**config.mk**
```make
export PLATFORM = sky130hd
export DESIGN_NAME = hpm_pin_mux
export DESIGN_NICKNAME = d
export VERILOG_FILES = /design/src/core/hpm_pkg.sv /design/src/core/hpm_pin_mux.sv /design/src/core/hpm_sync3.sv
export SDC_FILE = /design/constraint.sdc
export NUM_CORES = 1
export LEC_CHECK = 0
export BUFFER_PORTS_ARGS = -buffer_cell sky130_fd_sc_hd__buf_2
export CORE_MARGIN = 5
export CORE_UTILIZATION = 52
export DETAILED_ROUTE_END_ITERATION = 10
export PLACE_DENSITY_LB_ADDON = 0.2
export SLEW_MARGIN = 20
export SYNTH_ARGS = -nofsm -noshare
export SYNTH_HDL_FRONTEND = slang
export SYNTH_SLANG_ARGS = --single-unit
```
**constraint.sdc**
```tcl
create_clock -name clk_i -period 3.21 [get_ports clk_i]
set_input_delay 0.321 -clock clk_i [delete_from_list [all_inputs] [get_ports clk_i]]
set_output_delay 0.321 -clock clk_i [all_outputs]
set_load 0.02 [all_outputs]
```
**src/core/hpm_pkg.sv**
```systemverilog
// constants for the host port pin mux and report-pending interrupt
// Overview of operation
// - interrupt pin is driven low while at least one report waits for the host
// - with no reports pending the interrupt pin is released, weak pull-up only
// - each host read consumes one report; interrupt clears after the last one
// - in LIN mode the interrupt pin may serve as transceiver enable instead
// - first host pin: I2C data, SPI clock input, or LIN receive input
// - in LIN mode the first host pin receives data from the transceiver
// - second host pin: I2C clock, or active-low SPI chip select input
// - in LIN mode the second host pin drives transmit data to the transceiver
// - mode pin sampled at reset: low selects I2C, high SPI and it becomes MISO
// - address pin sets the I2C address, or is the SPI MOSI input
package hpm_pkg;

  // ----------------------------------------
  // interface modes
  // ----------------------------------------
  typedef enum logic [1:0] {
    HPM_MODE_I2C = 2'b00,
    HPM_MODE_SPI = 2'b01,
    HPM_MODE_LIN = 2'b10
  } hpm_mode_e;

  // ----------------------------------------
  // report counter
  // ----------------------------------------
  localparam int PEND_W = 8;
  localparam logic [PEND_W-1:0] PEND_RESET = 8'h00;
  localparam logic [PEND_W-1:0] PEND_ONE = 8'h01;
  localparam logic [PEND_W-1:0] PEND_MAX = 8'hff;

  // ----------------------------------------
  // reset values of pin drivers and user outputs
  // ----------------------------------------
  localparam logic PIN_OUT_RESET = 1'b0;
  localparam logic PIN_OE_RESET = 1'b0;
  localparam logic IDLE_HIGH = 1'b1;
  localparam logic IDLE_LOW = 1'b0;

endpackage : hpm_pkg

```
**src/core/hpm_pin_mux.sv**
```systemverilog
// host port pin mux and report-pending interrupt
`timescale 1ns/1ps
`default_nettype none
module hpm_pin_mux (
  // clock and reset
  input wire logic clk_i,
  input wire logic reset_i,
  // interrupt / transceiver enable pin, open drain
  output logic report_pending_irq_n_o,
  output logic report_pending_irq_n_oe_o,
  // first shared pin: sda / sck / rx
  input wire logic host_serial_data_i,
  output logic host_serial_data_o,
  output logic host_serial_data_oe_o,
  // second shared pin: scl / chip select / tx
  input wire logic host_serial_clock_i,
  output logic host_serial_clock_o,
  output logic host_serial_clock_oe_o,
  // mode strap pin, later miso
  input wire logic interface_mode_select_n_i,
  output logic interface_mode_select_n_o,
  output logic interface_mode_select_n_oe_o,
  // address strap pin, later mosi
  input wire logic bus_address_select_i,
  // report events from the core
  input wire logic report_new_i,
  input wire logic report_read_i,
  output logic [hpm_pkg::PEND_W-1:0] report_count_o,
  // mode straps from the core, taken at reset
  input wire logic lin_mode_i,
  input wire logic lin_irq_as_enable_i,
  output logic [1:0] mode_o,
  // protocol engine side
  input wire logic i2c_sda_drive_low_i,
  input wire logic i2c_scl_drive_low_i,
  input wire logic spi_miso_i,
  input wire logic lin_tx_i,
  input wire logic lin_transceiver_enable_i,
  output logic i2c_sda_o,
  output logic i2c_scl_o,
  output logic bus_address_select_o,
  output logic spi_sck_o,
  output logic host_chip_select_n_o,
  output logic spi_mosi_o,
  output logic lin_rx_o
);

  // ----------------------------------------
  // pin synchronisers
  // ----------------------------------------
  logic a_in_s;
  logic b_in_s;
  logic mode_in_s;
  logic addr_in_s;

  localparam int N_SYNC = 4;
  logic [N_SYNC-1:0] pin_raw;
  logic [N_SYNC-1:0] pin_sync;

  assign pin_raw = {bus_address_select_i, interface_mode_select_n_i, host_serial_clock_i, host_serial_data_i};

  for (genvar gi = 0; gi < N_SYNC; gi++) begin : g_sync
    hpm_sync3 u_sync (.clk_i(clk_i), .pin_i(pin_raw[gi]), .level_o(pin_sync[gi]));
  end

  assign a_in_s = pin_sync[0];
  assign b_in_s = pin_sync[1];
  assign mode_in_s = pin_sync[2];
  assign addr_in_s = pin_sync[3];

  // ----------------------------------------
  // mode capture
  // ----------------------------------------
  hpm_pkg::hpm_mode_e mode_reg;
  logic lin_en_use_reg;
  hpm_pkg::hpm_mode_e strap_mode;

  assign strap_mode = lin_mode_i ? hpm_pkg::HPM_MODE_LIN :
                      (mode_in_s ? hpm_pkg::HPM_MODE_SPI : hpm_pkg::HPM_MODE_I2C);

  // straps are followed while reset is held and frozen at release
  always_ff @(posedge clk_i) begin
    if (reset_i) begin
      mode_reg <= strap_mode;
      lin_en_use_reg <= lin_irq_as_enable_i;
    end
  end // no update outside reset

  logic is_i2c;
  logic is_spi;
  logic is_lin;
  assign is_i2c = (mode_reg == hpm_pkg::HPM_MODE_I2C);
  assign is_spi = (mode_reg == hpm_pkg::HPM_MODE_SPI);
  assign is_lin = (mode_reg == hpm_pkg::HPM_MODE_LIN);

  // ----------------------------------------
  // pending report counter
  // ----------------------------------------
  logic [hpm_pkg::PEND_W-1:0] pending_reg;
  logic [hpm_pkg::PEND_W-1:0] pending_next;
  logic do_inc;
  logic do_dec;

  // a new report arriving with a read leaves the count alone, so none is lost
  assign do_inc = report_new_i && !report_read_i && (pending_reg != hpm_pkg::PEND_MAX);
  assign do_dec = report_read_i && !report_new_i && (pending_reg != hpm_pkg::PEND_RESET);
  assign pending_next = do_inc ? pending_reg + hpm_pkg::PEND_ONE :
                        do_dec ? pending_reg - hpm_pkg::PEND_ONE : pending_reg;

  always_ff @(posedge clk_i) begin
    if (reset_i) begin
      pending_reg <= hpm_pkg::PEND_RESET;
    end else begin
      pending_reg <= pending_next;
    end
  end

  // ----------------------------------------
  // pin and user-side next values
  // ----------------------------------------
  logic lin_en_sel;
  logic irq_oe_next;
  logic a_oe_next;
  logic b_oe_next;
  logic b_out_next;
  logic m_oe_next;
  logic m_out_next;

  assign lin_en_sel = is_lin && lin_en_use_reg;
  // drive low = pending; release = pull-up only; in LIN use, low = transceiver off
  assign irq_oe_next = lin_en_sel ? !lin_transceiver_enable_i :
                       (pending_reg != hpm_pkg::PEND_RESET);
  assign a_oe_next = is_i2c && i2c_sda_drive_low_i;
  assign b_oe_next = (is_i2c && i2c_scl_drive_low_i) || is_lin;
  assign b_out_next = is_lin ? lin_tx_i : hpm_pkg::PIN_OUT_RESET;
  assign m_oe_next = is_spi;
  assign m_out_next = is_spi ? spi_miso_i : hpm_pkg::PIN_OUT_RESET;

  always_ff @(posedge clk_i) begin
    if (reset_i) begin
      report_pending_irq_n_oe_o <= hpm_pkg::PIN_OE_RESET;
      host_serial_data_oe_o <= hpm_pkg::PIN_OE_RESET;
      host_serial_clock_oe_o <= hpm_pkg::PIN_OE_RESET;
      host_serial_clock_o <= hpm_pkg::PIN_OUT_RESET;
      interface_mode_select_n_oe_o <= hpm_pkg::PIN_OE_RESET;
      interface_mode_select_n_o <= hpm_pkg::PIN_OUT_RESET;
    end else begin
      report_pending_irq_n_oe_o <= irq_oe_next;
      host_serial_data_oe_o <= a_oe_next;
      host_serial_clock_oe_o <= b_oe_next;
      host_serial_clock_o <= b_out_next;
      interface_mode_select_n_oe_o <= m_oe_next;
      interface_mode_select_n_o <= m_out_next;
    end
  end

  // open-drain pins only ever drive low
  always_ff @(posedge clk_i) begin
    report_pending_irq_n_o <= hpm_pkg::PIN_OUT_RESET;
    host_serial_data_o <= hpm_pkg::PIN_OUT_RESET;
  end

  // inputs not used by the active mode sit at their idle level
  always_ff @(posedge clk_i) begin
    if (reset_i) begin
      i2c_sda_o <= hpm_pkg::IDLE_HIGH;
      i2c_scl_o <= hpm_pkg::IDLE_HIGH;
      bus_address_select_o <= hpm_pkg::IDLE_LOW;
      spi_sck_o <= hpm_pkg::IDLE_LOW;
      host_chip_select_n_o <= hpm_pkg::IDLE_HIGH;
      spi_mosi_o <= hpm_pkg::IDLE_LOW;
      lin_rx_o <= hpm_pkg::IDLE_HIGH;
    end else begin
      i2c_sda_o <= is_i2c ? a_in_s : hpm_pkg::IDLE_HIGH;
      spi_sck_o <= is_spi ? a_in_s : hpm_pkg::IDLE_LOW;
      lin_rx_o <= is_lin ? a_in_s : hpm_pkg::IDLE_HIGH;
      i2c_scl_o <= is_i2c ? b_in_s : hpm_pkg::IDLE_HIGH;
      host_chip_select_n_o <= is_spi ? b_in_s : hpm_pkg::IDLE_HIGH;
      bus_address_select_o <= is_i2c ? addr_in_s : hpm_pkg::IDLE_LOW;
      spi_mosi_o <= is_spi ? addr_in_s : hpm_pkg::IDLE_LOW;
    end
  end

  always_ff @(posedge clk_i) begin
    report_count_o <= pending_reg;
    mode_o <= mode_reg;
  end
endmodule : hpm_pin_mux
`default_nettype wire

```
**src/core/hpm_sync3.sv**
```systemverilog
// three-stage pin synchroniser with agreement filter
`timescale 1ns/1ps
`default_nettype none
module hpm_sync3 (
  // clock
  input wire logic clk_i,
  // raw pin level
  input wire logic pin_i,
  // filtered level
  output logic level_o
);

  // ----------------------------------------
  // stages
  // ----------------------------------------
  // left unreset so the mode strap can be followed while reset is held
  logic s1_reg;
  logic s2_reg;
  logic s3_reg;
  logic level_reg;

  always_ff @(posedge clk_i) begin
    s1_reg <= pin_i;
    s2_reg <= s1_reg;
    s3_reg <= s2_reg;
  end

  // a change counts only once stages two and three agree
  always_ff @(posedge clk_i) begin
    if (s2_reg == s3_reg) begin
      level_reg <= s3_reg;
    end
  end

  assign level_o = level_reg;

endmodule : hpm_sync3
`default_nettype wire

```
==> out/metrics.yaml, run 1 <==
clock_tree:
  htreeDepth: 2
  clock_latency_ns: 0.36
  cts.repair.resized: 0
  numCtsBuffers: 5
  cts_tree: "yes"
  clockBufferDepth: 2
  clk_pin_slew_ns: 0.14
  cts-hold-fix-buffers: 0
  cts-root-buf: "clkbuf_4"
  post-cts-setup-buffers: 0
  cts_sinks: 50
final_layout:
  seq_area_mm2: 0.00107
  nets: 219
  multi_input_area_um2: 699
  syn_to_final_growth_pct: 17.0
  fillers: 323
  most-common-layout-cells: "dfxtp_1, buf_2, nand3_1"
  drive_gt1_share_pct: 25.3
  final_common_cell: "dfxtp_1"
  diodes: 0
synthesis:
  yosysTopAreaCell: "dfxtp_1"
  ys_seq_area_share_pct: 59.2
  ys_seq_elements: 50
  syn_avg_cell_area_um2: 11.6
  synth_warnings: 0
  syn_area_mm2: 0.00181
  synth.distinct_cells: 40
  dominantRegCellSynth: "dfxtp_1"
  async_reset_ff_share_pct: 0
  synth_area_leaders: "dfxtp_1, edfxtp_1, ha_1"
  yosys.area.top_type_share_pct: 47.6
  syn-instance-count: 156
  synth_edf_count: 7
power_and_ir_drop:
  p_sw_share_pct: 30.6
  ir_drop_mv: 0.426
  p_clk_share_pct: 23.9
  p_sw_w: 0.000453
  power_frac_seq_pct: 51.1
  combPwrFrac_pct: 25.0
  p_leak_nw: 0.893
  internal_power_w: 0.00103
  powerDensity_mw_per_mm2: 700
worst_setup_path:
  crit_required_ns: 3.53
  worstSetupStartpointType: "flop"
  cp_cell_sequence: "nand4_1, o21a_1, inv_1, buf_4, ha_1, a211oi_1, o21ai_0, or4b_2, nand4_1"
  critPathMaxStageDelay_ns: 0.68
  crit_fanout: 11
  worst-endpoint-arrival_ns: 3.26
  cp_common_cell: "nand4_1"
  critPathKind: "flop to flop"
  endpoint_kind: "flop"
  worst_path_max_delay_cell: "or4b_2"
placed_design:
  routabilityCongestion: 0.874
  dp_hpwl_um: 2380
  portBuffers: 37
  dpl_worst_slack_ns: 0.398
die:
  die_w_um: 69.0
  start_util_pct: 53.8
  ios: 40
  rows: 21
  die_h_um: 69.0
  fp.coreArea_mm2: 0.00336
  die_area_mm2: 0.00476
global_routing:
  overflow: 0
  grt_usage_pct: 15.8
  antenna_found_initial: 0
  grt_pass1_vias: 1219
  grt_max_degree: 17
  grt_pass1_wl_um: 5490
timing:
  timing.final.crit_share_pct: 91.8
  setup_viol: 0
  rsz0062_at_grt: "no"
  max_clock_freq_mhz: 339
  period_needed_ns: 2.95
  fin_tns_setup_ns: 0
  finalClockSkew_ns: 0.0161
  finalHoldViolCount: 0
  setup_ws_ns: 0.263
  whs_ns: 0.0521
  drv_slew: 0
route:
  dr.pass1.iters: 5
  dr_total_vias: 1342
  wl_um: 3300
  wl_per_cell_um: 13.5
  drtIter0Drc: 120
  drc: 0
  postRouteAntennaNets: 0
  vias_per_cell: 5.50
status:
  status: "finished clean"
flow_run:
  cap_violations: 0
min_path:
  hold_class: "primary input to flop"
==> layout make-up <==
cell class,instances,share of cell area [%]
timing repair buffer,38,9.11
inverter,4,0.710
sequential,50,50.6
tap,46,2.72
clock inverter,3,2.01
clock buffer,5,1.77
multi-input combinational,98,33.1
==> path summary, 6_finish.rpt <==
path / start / to / slack [ns] / cells past startpoint
setup reg to reg: pending_reg[0] / pending_reg[7] / 0.26 / 9
hold reg to reg: g_sync[1].u_sync.s1_reg / g_sync[1].u_sync.s2_reg / 0.34 / 0
setup / recovery: pending_reg[0] / pending_reg[7] / 0.26 / 9
hold / removal: interface_mode_select_n_i / g_sync[2].u_sync.s1_reg / 0.05 / 1
==> kinds of logic after synthesis <==
group,Yosys count,synth area share [%]
DFF,50,59.2
AOI/OAI and AO/OA,36,14.5
xor gates and xnor gates,5,2.42
buffers and inverters,9,2.28
and+or+nand+nor,48,16.1
other,1,0.207
adders and majority gates,7,5.26
==> power by group through the flow <==
stage | Clock, W | Sequential, W | Combinational (W)
detailed placement | 0 | 0.000770 | 0.000365
global route | 0.000391 | 0.000768 | 0.000410
global placement | 0 | 0.000767 | 0.000358
CTS | 0.000361 | 0.000759 | 0.000369
floorplan | 0 | 0.000800 | 0.000236
finish | 0.000354 | 0.000758 | 0.000370
==> cells in the mapped netlist (4+ instances only) <==
cell type  number
and2_1          5
dfxtp_1        43
nor3_1          7
nor2b_1         7
o21ai_0         5
a21oi_1         7
edfxtp_1        7
nand3_1         8
xnor2_1         4
inv_1           4
a211oi_1        4
ha_1            6
nor3b_1         4
==> per-layer routing <==
layer | global-route usage (%) | wire, um
met2 | 24.8 | 1500
met3 | 4.38 | 293
met4 | 8.03 | 68
met1 | 20.0 | 1440
met5 | 0 | 0
==> through the flow <==
stage	instances	power (W)	utilization, %	area [um^2]
detailed placement	236	0.00113	60.5	2040
CTS	244	0.00149	62.9	2120
global placement	236	0.00112	60.5	2040
finish	244	0.00148	62.9	2120
global route	244	0.00157	62.9	2120
floorplan	157	0.00104	-	1810
==> worst max-delay path, delay by kind of cell, from the launching register on <==
| kind | cells | cell delay, ns |
|---|---|---|
| buf+inv | 2 | 0.44 |
| flops | 1 | 0.55 |
| fa+ha+maj | 1 | 0.30 |
| compound gates | 3 | 0.69 |
| simple gates | 3 | 0.92 |
Note: power is estimated with default switching activity, not from simulation.
==> inputs of run 2 (changes only) <==
--- a/config.mk
+++ b/config.mk
@@ -6,10 +6,11 @@
 export NUM_CORES = 1
 export LEC_CHECK = 0
 export BUFFER_PORTS_ARGS = -buffer_cell sky130_fd_sc_hd__buf_2
+export CAP_MARGIN = 25
 export CORE_MARGIN = 5
 export CORE_UTILIZATION = 52
 export DETAILED_ROUTE_END_ITERATION = 10
-export PLACE_DENSITY_LB_ADDON = 0.2
+export PLACE_DENSITY_LB_ADDON = 0.3
 export SLEW_MARGIN = 20
 export SYNTH_ARGS = -nofsm -noshare
 export SYNTH_HDL_FRONTEND = slang
==> run 2 against run 1 <==
  * Cell count unchanged
  * Die area did not move
  * Global-route usage down 0.87 points
  * Non-clock buffer count is the same
  * Sequential share of layout area grew 0.24 points
  * Critical path depth decreased by 1
  * Register-to-register slack better by 0.04 ns
  * Largest power group unchanged
  * Highest routed layer unchanged
==> out/metrics.yaml, run 2 (synthesized netlist as in run 1, its figures left out) <==
status:
  status: "finished clean"  # unchanged
flow_run:
  cap_violations: 0  # unchanged
route:
  dr.pass1.iters: 4  # was 5
  wl_per_cell_um: 13.4  # was 13.5 um
  drc: 0  # unchanged
  postRouteAntennaNets: 0  # unchanged
  vias_per_cell: 5.35  # was 5.50
  wl_um: 3260  # was 3300 um
  dr_total_vias: 1306  # was 1342
  drtIter0Drc: 39  # was 120
worst_setup_path:
  endpoint_kind: "flop"  # unchanged
  r2r_slack_ns: 0.31  # was 0.26 ns
  rr_startpoint: "pending_reg[0]"  # unchanged
  crit_fanout: 13  # was 11
  cp_cell_sequence: "nand4_1, o21a_1, clkinvlp_4, ha_1, a211oi_1, nor3_1, or4b_2, nand4_1"  # was nand4_1, o21a_1, inv_1, buf_4, ha_1, a211oi_1, o21ai_0, or4b_2, nand4_1
  startpoint: "pending_reg[0]"  # unchanged
  worst-endpoint-arrival_ns: 3.21  # was 3.26 ns
  crit_required_ns: 3.52  # was 3.53 ns
  cp_common_cell: "nand4_1"  # unchanged
  critPathMaxStageDelay_ns: 0.68  # about the same
  worst_r2r_endpoint: "pending_reg[7]"  # unchanged
  path_buf_inv: 1  # was 2
  worstSetupStartpointType: "flop"  # unchanged
  cp.depth: 8  # was 9
  critPathKind: "flop to flop"  # unchanged
  crit_end: "pending_reg[7]"  # unchanged
  worst_path_max_delay_cell: "or4b_2"  # unchanged
  crit_family: "simple AND/OR/NAND/NOR gates"  # unchanged
  r2r_cells: 8  # was 9
clock_tree:
  cts_tree: "yes"  # unchanged
  cts_sinks: 50  # unchanged
  clk_pin_slew_ns: 0.15  # was 0.14 ns
  cts-root-buf: "clkbuf_4"  # unchanged
  numCtsBuffers: 5  # unchanged
  clockBufferDepth: 2  # unchanged
  htreeDepth: 2  # unchanged
  clock_latency_ns: 0.36  # about the same
final_layout:
  stdcell_count: 244  # unchanged
  diodes: 0  # unchanged
  most-common-layout-cells: "dfxtp_1, buf_2, nand3_1"  # unchanged
  nets: 219  # unchanged
  final_common_cell: "dfxtp_1"  # unchanged
  drive_gt1_share_pct: 26.3  # was 25.3%
  final_cell_area_mm2: 0.00211  # was 0.00212 mm^2
  syn_to_final_growth_pct: 16.5  # was 17.0%
  fillers: 308  # was 323
timing:
  rsz0062_at_grt: "no"  # unchanged
  drv_slew: 0  # unchanged
  finalClockSkew_ns: 0.00987  # was 0.0161 ns
  timing.final.crit_share_pct: 90.4  # was 91.8%
  period_needed_ns: 2.90  # was 2.95 ns
  max_clock_freq_mhz: 345  # was 339 MHz
  setup_viol: 0  # unchanged
  fin_tns_setup_ns: 0  # unchanged
  finalHoldViolCount: 0  # unchanged
power_and_ir_drop:
  p_clk_share_pct: 20.9  # was 23.9%
  power_frac_seq_pct: 53.2  # was 51.1%
  ir_drop_mv: 0.342  # was 0.426 mV
  internal_power_w: 0.000958  # was 0.00103 W
  combPwrFrac_pct: 25.9  # was 25.0%
  p_sw_share_pct: 32.6  # was 30.6%
  power.total_w: 0.00142  # was 0.00148 W
  p_sw_w: 0.000464  # was 0.000453 W
  p_leak_nw: 0.884  # was 0.893 nW
  powerDensity_mw_per_mm2: 675  # was 700 mW/mm^2
die:
  fp.coreArea_mm2: 0.00336  # unchanged
  die_w_um: 69.0  # unchanged
  die_h_um: 69.0  # unchanged
  die_area_mm2: 0.00476  # unchanged
  ios: 40  # unchanged
  start_util_pct: 53.8  # unchanged
  rows: 21  # unchanged
global_routing:
  grt.busiest_layer: "met2"  # unchanged
  gr-usage-met1_pct: 19.1  # was 20.0%
  grt_pass1_vias: 1164  # was 1219
  overflow: 0  # unchanged
  grt_use_met2_pct: 23.9  # was 24.8%
  grt_max_degree: 19  # was 17
  grt_usage_pct: 15.0  # was 15.8%
  grt_pass1_wl_um: 5270  # was 5490 um
  antenna_found_initial: 0  # unchanged
  grt_util_met3_pct: 4.21  # was 4.38%
placed_design:
  placedCellCount: 236  # unchanged
  portBuffers: 37  # unchanged
  routabilityCongestion: 0.856  # was 0.874
  dpl-instance-area_mm2: 0.00204  # unchanged
  dp_hpwl_um: 2470  # was 2380 um
min_path:
  hold_class: "primary input to flop"  # unchanged
## run 2: cell count changes in the layout (fill, tap and decap cells not counted), sizes merged
cell | before | now
clkinvlp | 0 | 1
bufinv | 1 | 0
clkinv | 1 | 2
inv | 5 | 4
## run 2: stage by stage
step	setup WS (ns)	hold slack, ns	util, %
after floorplan	0.334	0.310	-
after global placement	0.400	0.310	60.5
after detailed placement	0.265	0.312	60.5
after CTS	0.231	0.0359	62.5
after global routing	0.0495	0.0196	62.6
final	0.308	0.0441	62.6
## run 2: area by class of cell
class	instances	area [um^2]	share of cell area, %
clock buffer	5	37.5	1.78
clock inverter	3	28.8	1.37
inverter	4	18.8	0.891
multi-input combinational	98	699	33.2
sequential	50	1070	50.9
tap	46	57.6	2.73
timing repair buffer	38	193	9.15
## run 2: per-layer routing
metal / vias up / wire length, um / share of wire, %
met5: - / 0 / 0
met4: 0 / 38 / 1.2
met3: 5 / 253 / 7.8
met2: 39 / 1480 / 45
met1: 606 / 1490 / 46
li1: 656 / - / -
## run 2: worst min path at each step
stage               cells past startpoint                      end  slack [ns]                      start
finish                                  1  g_sync[1].u_sync.s1_reg        0.04        host_serial_clock_i
global route                            1  g_sync[0].u_sync.s1_reg        0.02         host_serial_data_i
CTS                                     1  g_sync[2].u_sync.s1_reg        0.04  interface_mode_select_n_i
detailed placement                      0  g_sync[0].u_sync.s2_reg        0.31    g_sync[0].u_sync.s1_reg
global placement                        0  g_sync[1].u_sync.s2_reg        0.31    g_sync[1].u_sync.s1_reg
floorplan                               0  g_sync[0].u_sync.s2_reg        0.31    g_sync[0].u_sync.s1_reg
## run 2: power by group through the flow
stage                     clock (W)  sequential, W  combinational [W]
after floorplan                   0       0.000800           0.000236
after global placement            0       0.000766           0.000370
after detailed placement          0       0.000771           0.000367
after CTS                  0.000302       0.000757           0.000369
after global routing       0.000332       0.000766           0.000414
final                      0.000297       0.000757           0.000368
## run 2: timing repair
action,4_1_cts,5_1_grt
setup endpoints to repair,0,1
setup buffers,0,0
hold buffers,0,0
gates resized for setup,0,1
==> inputs of run 3 (changes only) <==
==> constraint.sdc (replaced) <==
create_clock -name clk_i -period 3.3 [get_ports clk_i]
set_input_delay 0.33 -clock clk_i [delete_from_list [all_inputs] [get_ports clk_i]]
set_output_delay 0.33 -clock clk_i [all_outputs]
set_load 0.02 [all_outputs]
==> run 3 against run 2 <==
  * Die area did not move
  * Non-clock buffer count unchanged
  * Cell area is 0.42% higher
  * Critical path depth unchanged
  * Core utilization grew 0.26 points
  * Sequential share of layout area fell by 0.21 points
  * Wire length up 0.55%
  * Via count fell by 0.54%
  * Cell count unchanged
  * Largest power group unchanged
==> out/metrics.yaml, run 3 (synthesized netlist as in run 1, its figures left out) <==
route:
  dr_total_vias: 1299  # was 1306
  drc: 0  # unchanged
  drtIter0Drc: 105  # was 39
  vias_per_cell: 5.32  # was 5.35
  postRouteAntennaNets: 0  # unchanged
  wl_per_cell_um: 13.4  # about the same
  dr.pass1.iters: 4  # unchanged
  wl_um: 3280  # was 3260 um
power_and_ir_drop:
  internal_power_w: 0.000987  # was 0.000958 W
  combPwrFrac_pct: 25.5  # was 25.9%
  p_leak_nw: 0.894  # was 0.884 nW
  p_sw_share_pct: 29.9  # was 32.6%
  p_sw_w: 0.000421  # was 0.000464 W
  powerDensity_mw_per_mm2: 666  # was 675 mW/mm^2
  p_clk_share_pct: 22.2  # was 20.9%
  ir_drop_mv: 0.396  # was 0.342 mV
  power_frac_seq_pct: 52.3  # was 53.2%
worst_setup_path:
  crit_fanout: 10  # was 13
  critPathKind: "flop to flop"  # unchanged
  cp_cell_sequence: "nand4_1, o21a_1, inv_1, ha_1, a211oi_1, nor3_1, or4b_2, nand4_1"  # was nand4_1, o21a_1, clkinvlp_4, ha_1, a211oi_1, nor3_1, or4b_2, nand4_1
  worst_path_max_delay_cell: "or4b_2"  # unchanged
  cp_common_cell: "nand4_1"  # unchanged
  rr_startpoint: "pending_reg[0]"  # unchanged
  crit_family: "simple AND/OR/NAND/NOR gates"  # unchanged
  path_buf_inv: 1  # unchanged
  critPathMaxStageDelay_ns: 0.69  # was 0.68 ns
  worst_r2r_endpoint: "pending_reg[7]"  # unchanged
  crit_required_ns: 3.60  # was 3.52 ns
  r2r_cells: 8  # unchanged
  r2r_slack_ns: 0.35  # was 0.31 ns
  worstSetupStartpointType: "flop"  # unchanged
  worst-endpoint-arrival_ns: 3.25  # was 3.21 ns
  endpoint_kind: "flop"  # unchanged
timing:
  drv_slew: 0  # unchanged
  whs_ns: 0.0736  # was 0.0441 ns
  period_needed_ns: 2.95  # was 2.90 ns
  timing.final.crit_share_pct: 89.3  # was 90.4%
  setup_viol: 0  # unchanged
  fin_tns_setup_ns: 0  # unchanged
  finalClockSkew_ns: 0.00580  # was 0.00987 ns
  finalHoldViolCount: 0  # unchanged
  max_clock_freq_mhz: 339  # was 345 MHz
  rsz0062_at_grt: "no"  # unchanged
die:
  start_util_pct: 53.8  # unchanged
  die_h_um: 69.0  # unchanged
  die_w_um: 69.0  # unchanged
  fp.coreArea_mm2: 0.00336  # unchanged
  ios: 40  # unchanged
  rows: 21  # unchanged
  die_area_mm2: 0.00476  # unchanged
final_layout:
  nets: 219  # unchanged
  most-common-layout-cells: "dfxtp_1, buf_2, nand3_1"  # unchanged
  final_common_cell: "dfxtp_1"  # unchanged
  stdcell_count: 244  # unchanged
  drive_gt1_share_pct: 25.8  # was 26.3%
  syn_to_final_growth_pct: 17.0  # was 16.5%
  diodes: 0  # unchanged
clock_tree:
  post-cts-setup-buffers: 0  # unchanged
  cts-root-buf: "clkbuf_4"  # unchanged
  cts.repair.resized: 0  # unchanged
  clock_latency_ns: 0.35  # was 0.36 ns
  cts_sinks: 50  # unchanged
  htreeDepth: 2  # unchanged
  clk_pin_slew_ns: 0.12  # was 0.15 ns
  clockBufferDepth: 2  # unchanged
  cts_tree: "yes"  # unchanged
  cts-hold-fix-buffers: 0  # unchanged
  numCtsBuffers: 5  # unchanged
placed_design:
  routabilityCongestion: 0.849  # was 0.856
  portBuffers: 37  # unchanged
  dp_hpwl_um: 2460  # was 2470 um
  placedCellCount: 236  # unchanged
min_path:
  hold_class: "primary input to flop"  # unchanged
  holdPathEnd: "g_sync[0].u_sync.s1_reg"  # was g_sync[1].u_sync.s1_reg
  hold_start: "host_serial_data_i"  # was host_serial_clock_i
  hold_depth: 1  # unchanged
global_routing:
  grt_pass1_wl_um: 5530  # was 5270 um
  overflow: 0  # unchanged
  grt_pass1_vias: 1224  # was 1164
  grt_max_degree: 17  # was 19
  antenna_found_initial: 0  # unchanged
  grt_usage_pct: 15.8  # was 15.0%
flow_run:
  cap_violations: 0  # unchanged
status:
  status: "finished clean"  # unchanged
==> run 3: cell count changes in the layout (fill, tap and decap cells not counted), sizes merged <==
cell / before / now
clkinvlp: 1 / 0
clkbuf: 5 / 8
clkinv: 2 / 0
==> run 3: through the flow <==
stage	setup slack (ns)	total power [W]	cell area (um^2)	utilization [%]
floorplan	0.424	0.00101	1810	-
global placement	0.549	0.00109	2040	60.5
detailed placement	0.414	0.00111	2040	60.5
CTS	0.387	0.00142	2110	62.9
global route	0.128	0.00150	2110	62.9
finish	0.353	0.00141	2110	62.9
==> run 3: how the worst max path moves through the flow <==
| stage | cells past startpoint | end | start | slack, ns |
|---|---|---|---|---|
| after floorplan | 9 | pending_reg[7] | pending_reg[0] | 0.42 |
| after global placement | 10 | pending_reg[7] | report_new_i | 0.55 |
| after detailed placement | 10 | pending_reg[7] | report_new_i | 0.41 |
| after CTS | 8 | pending_reg[7] | pending_reg[0] | 0.39 |
| after global routing | 8 | pending_reg[7] | pending_reg[0] | 0.13 |
| final | 8 | pending_reg[7] | pending_reg[0] | 0.35 |
==> run 3: power groups by stage <==
stage          clock (W)  combinational [W]  sequential [W]
4_1_cts         0.000322           0.000359        0.000738
5_1_grt         0.000350           0.000402        0.000747
3_3_place_gp           0           0.000348        0.000746
2_1_floorplan          0           0.000230        0.000778
3_5_place_dp           0           0.000356        0.000751
6_report        0.000312           0.000359        0.000737
==> run 3: per-layer routing <==
| layer | vias up | global-route usage (%) | part of all wire [%] | wire length (um) |
|---|---|---|---|---|
| li1 | 657 | - | - | - |
| met1 | 584 | 20.4 | 45 | 1480 |
| met2 | 50 | 24.6 | 44 | 1440 |
| met3 | 8 | 4.05 | 8.8 | 290 |
| met4 | 0 | 7.30 | 1.9 | 63 |
| met5 | - | 0 | 0 | 0 |
==> run 3: area by class of cell <==
type | instances | area [um^2]
flip-flops and latches | 50 | 1070
inverters | 4 | 15.0
fillers | 305 | 1250
repair buffers | 38 | 193
multi-input cells | 98 | 699
well taps | 46 | 57.6
clock buffers | 8 | 78.8
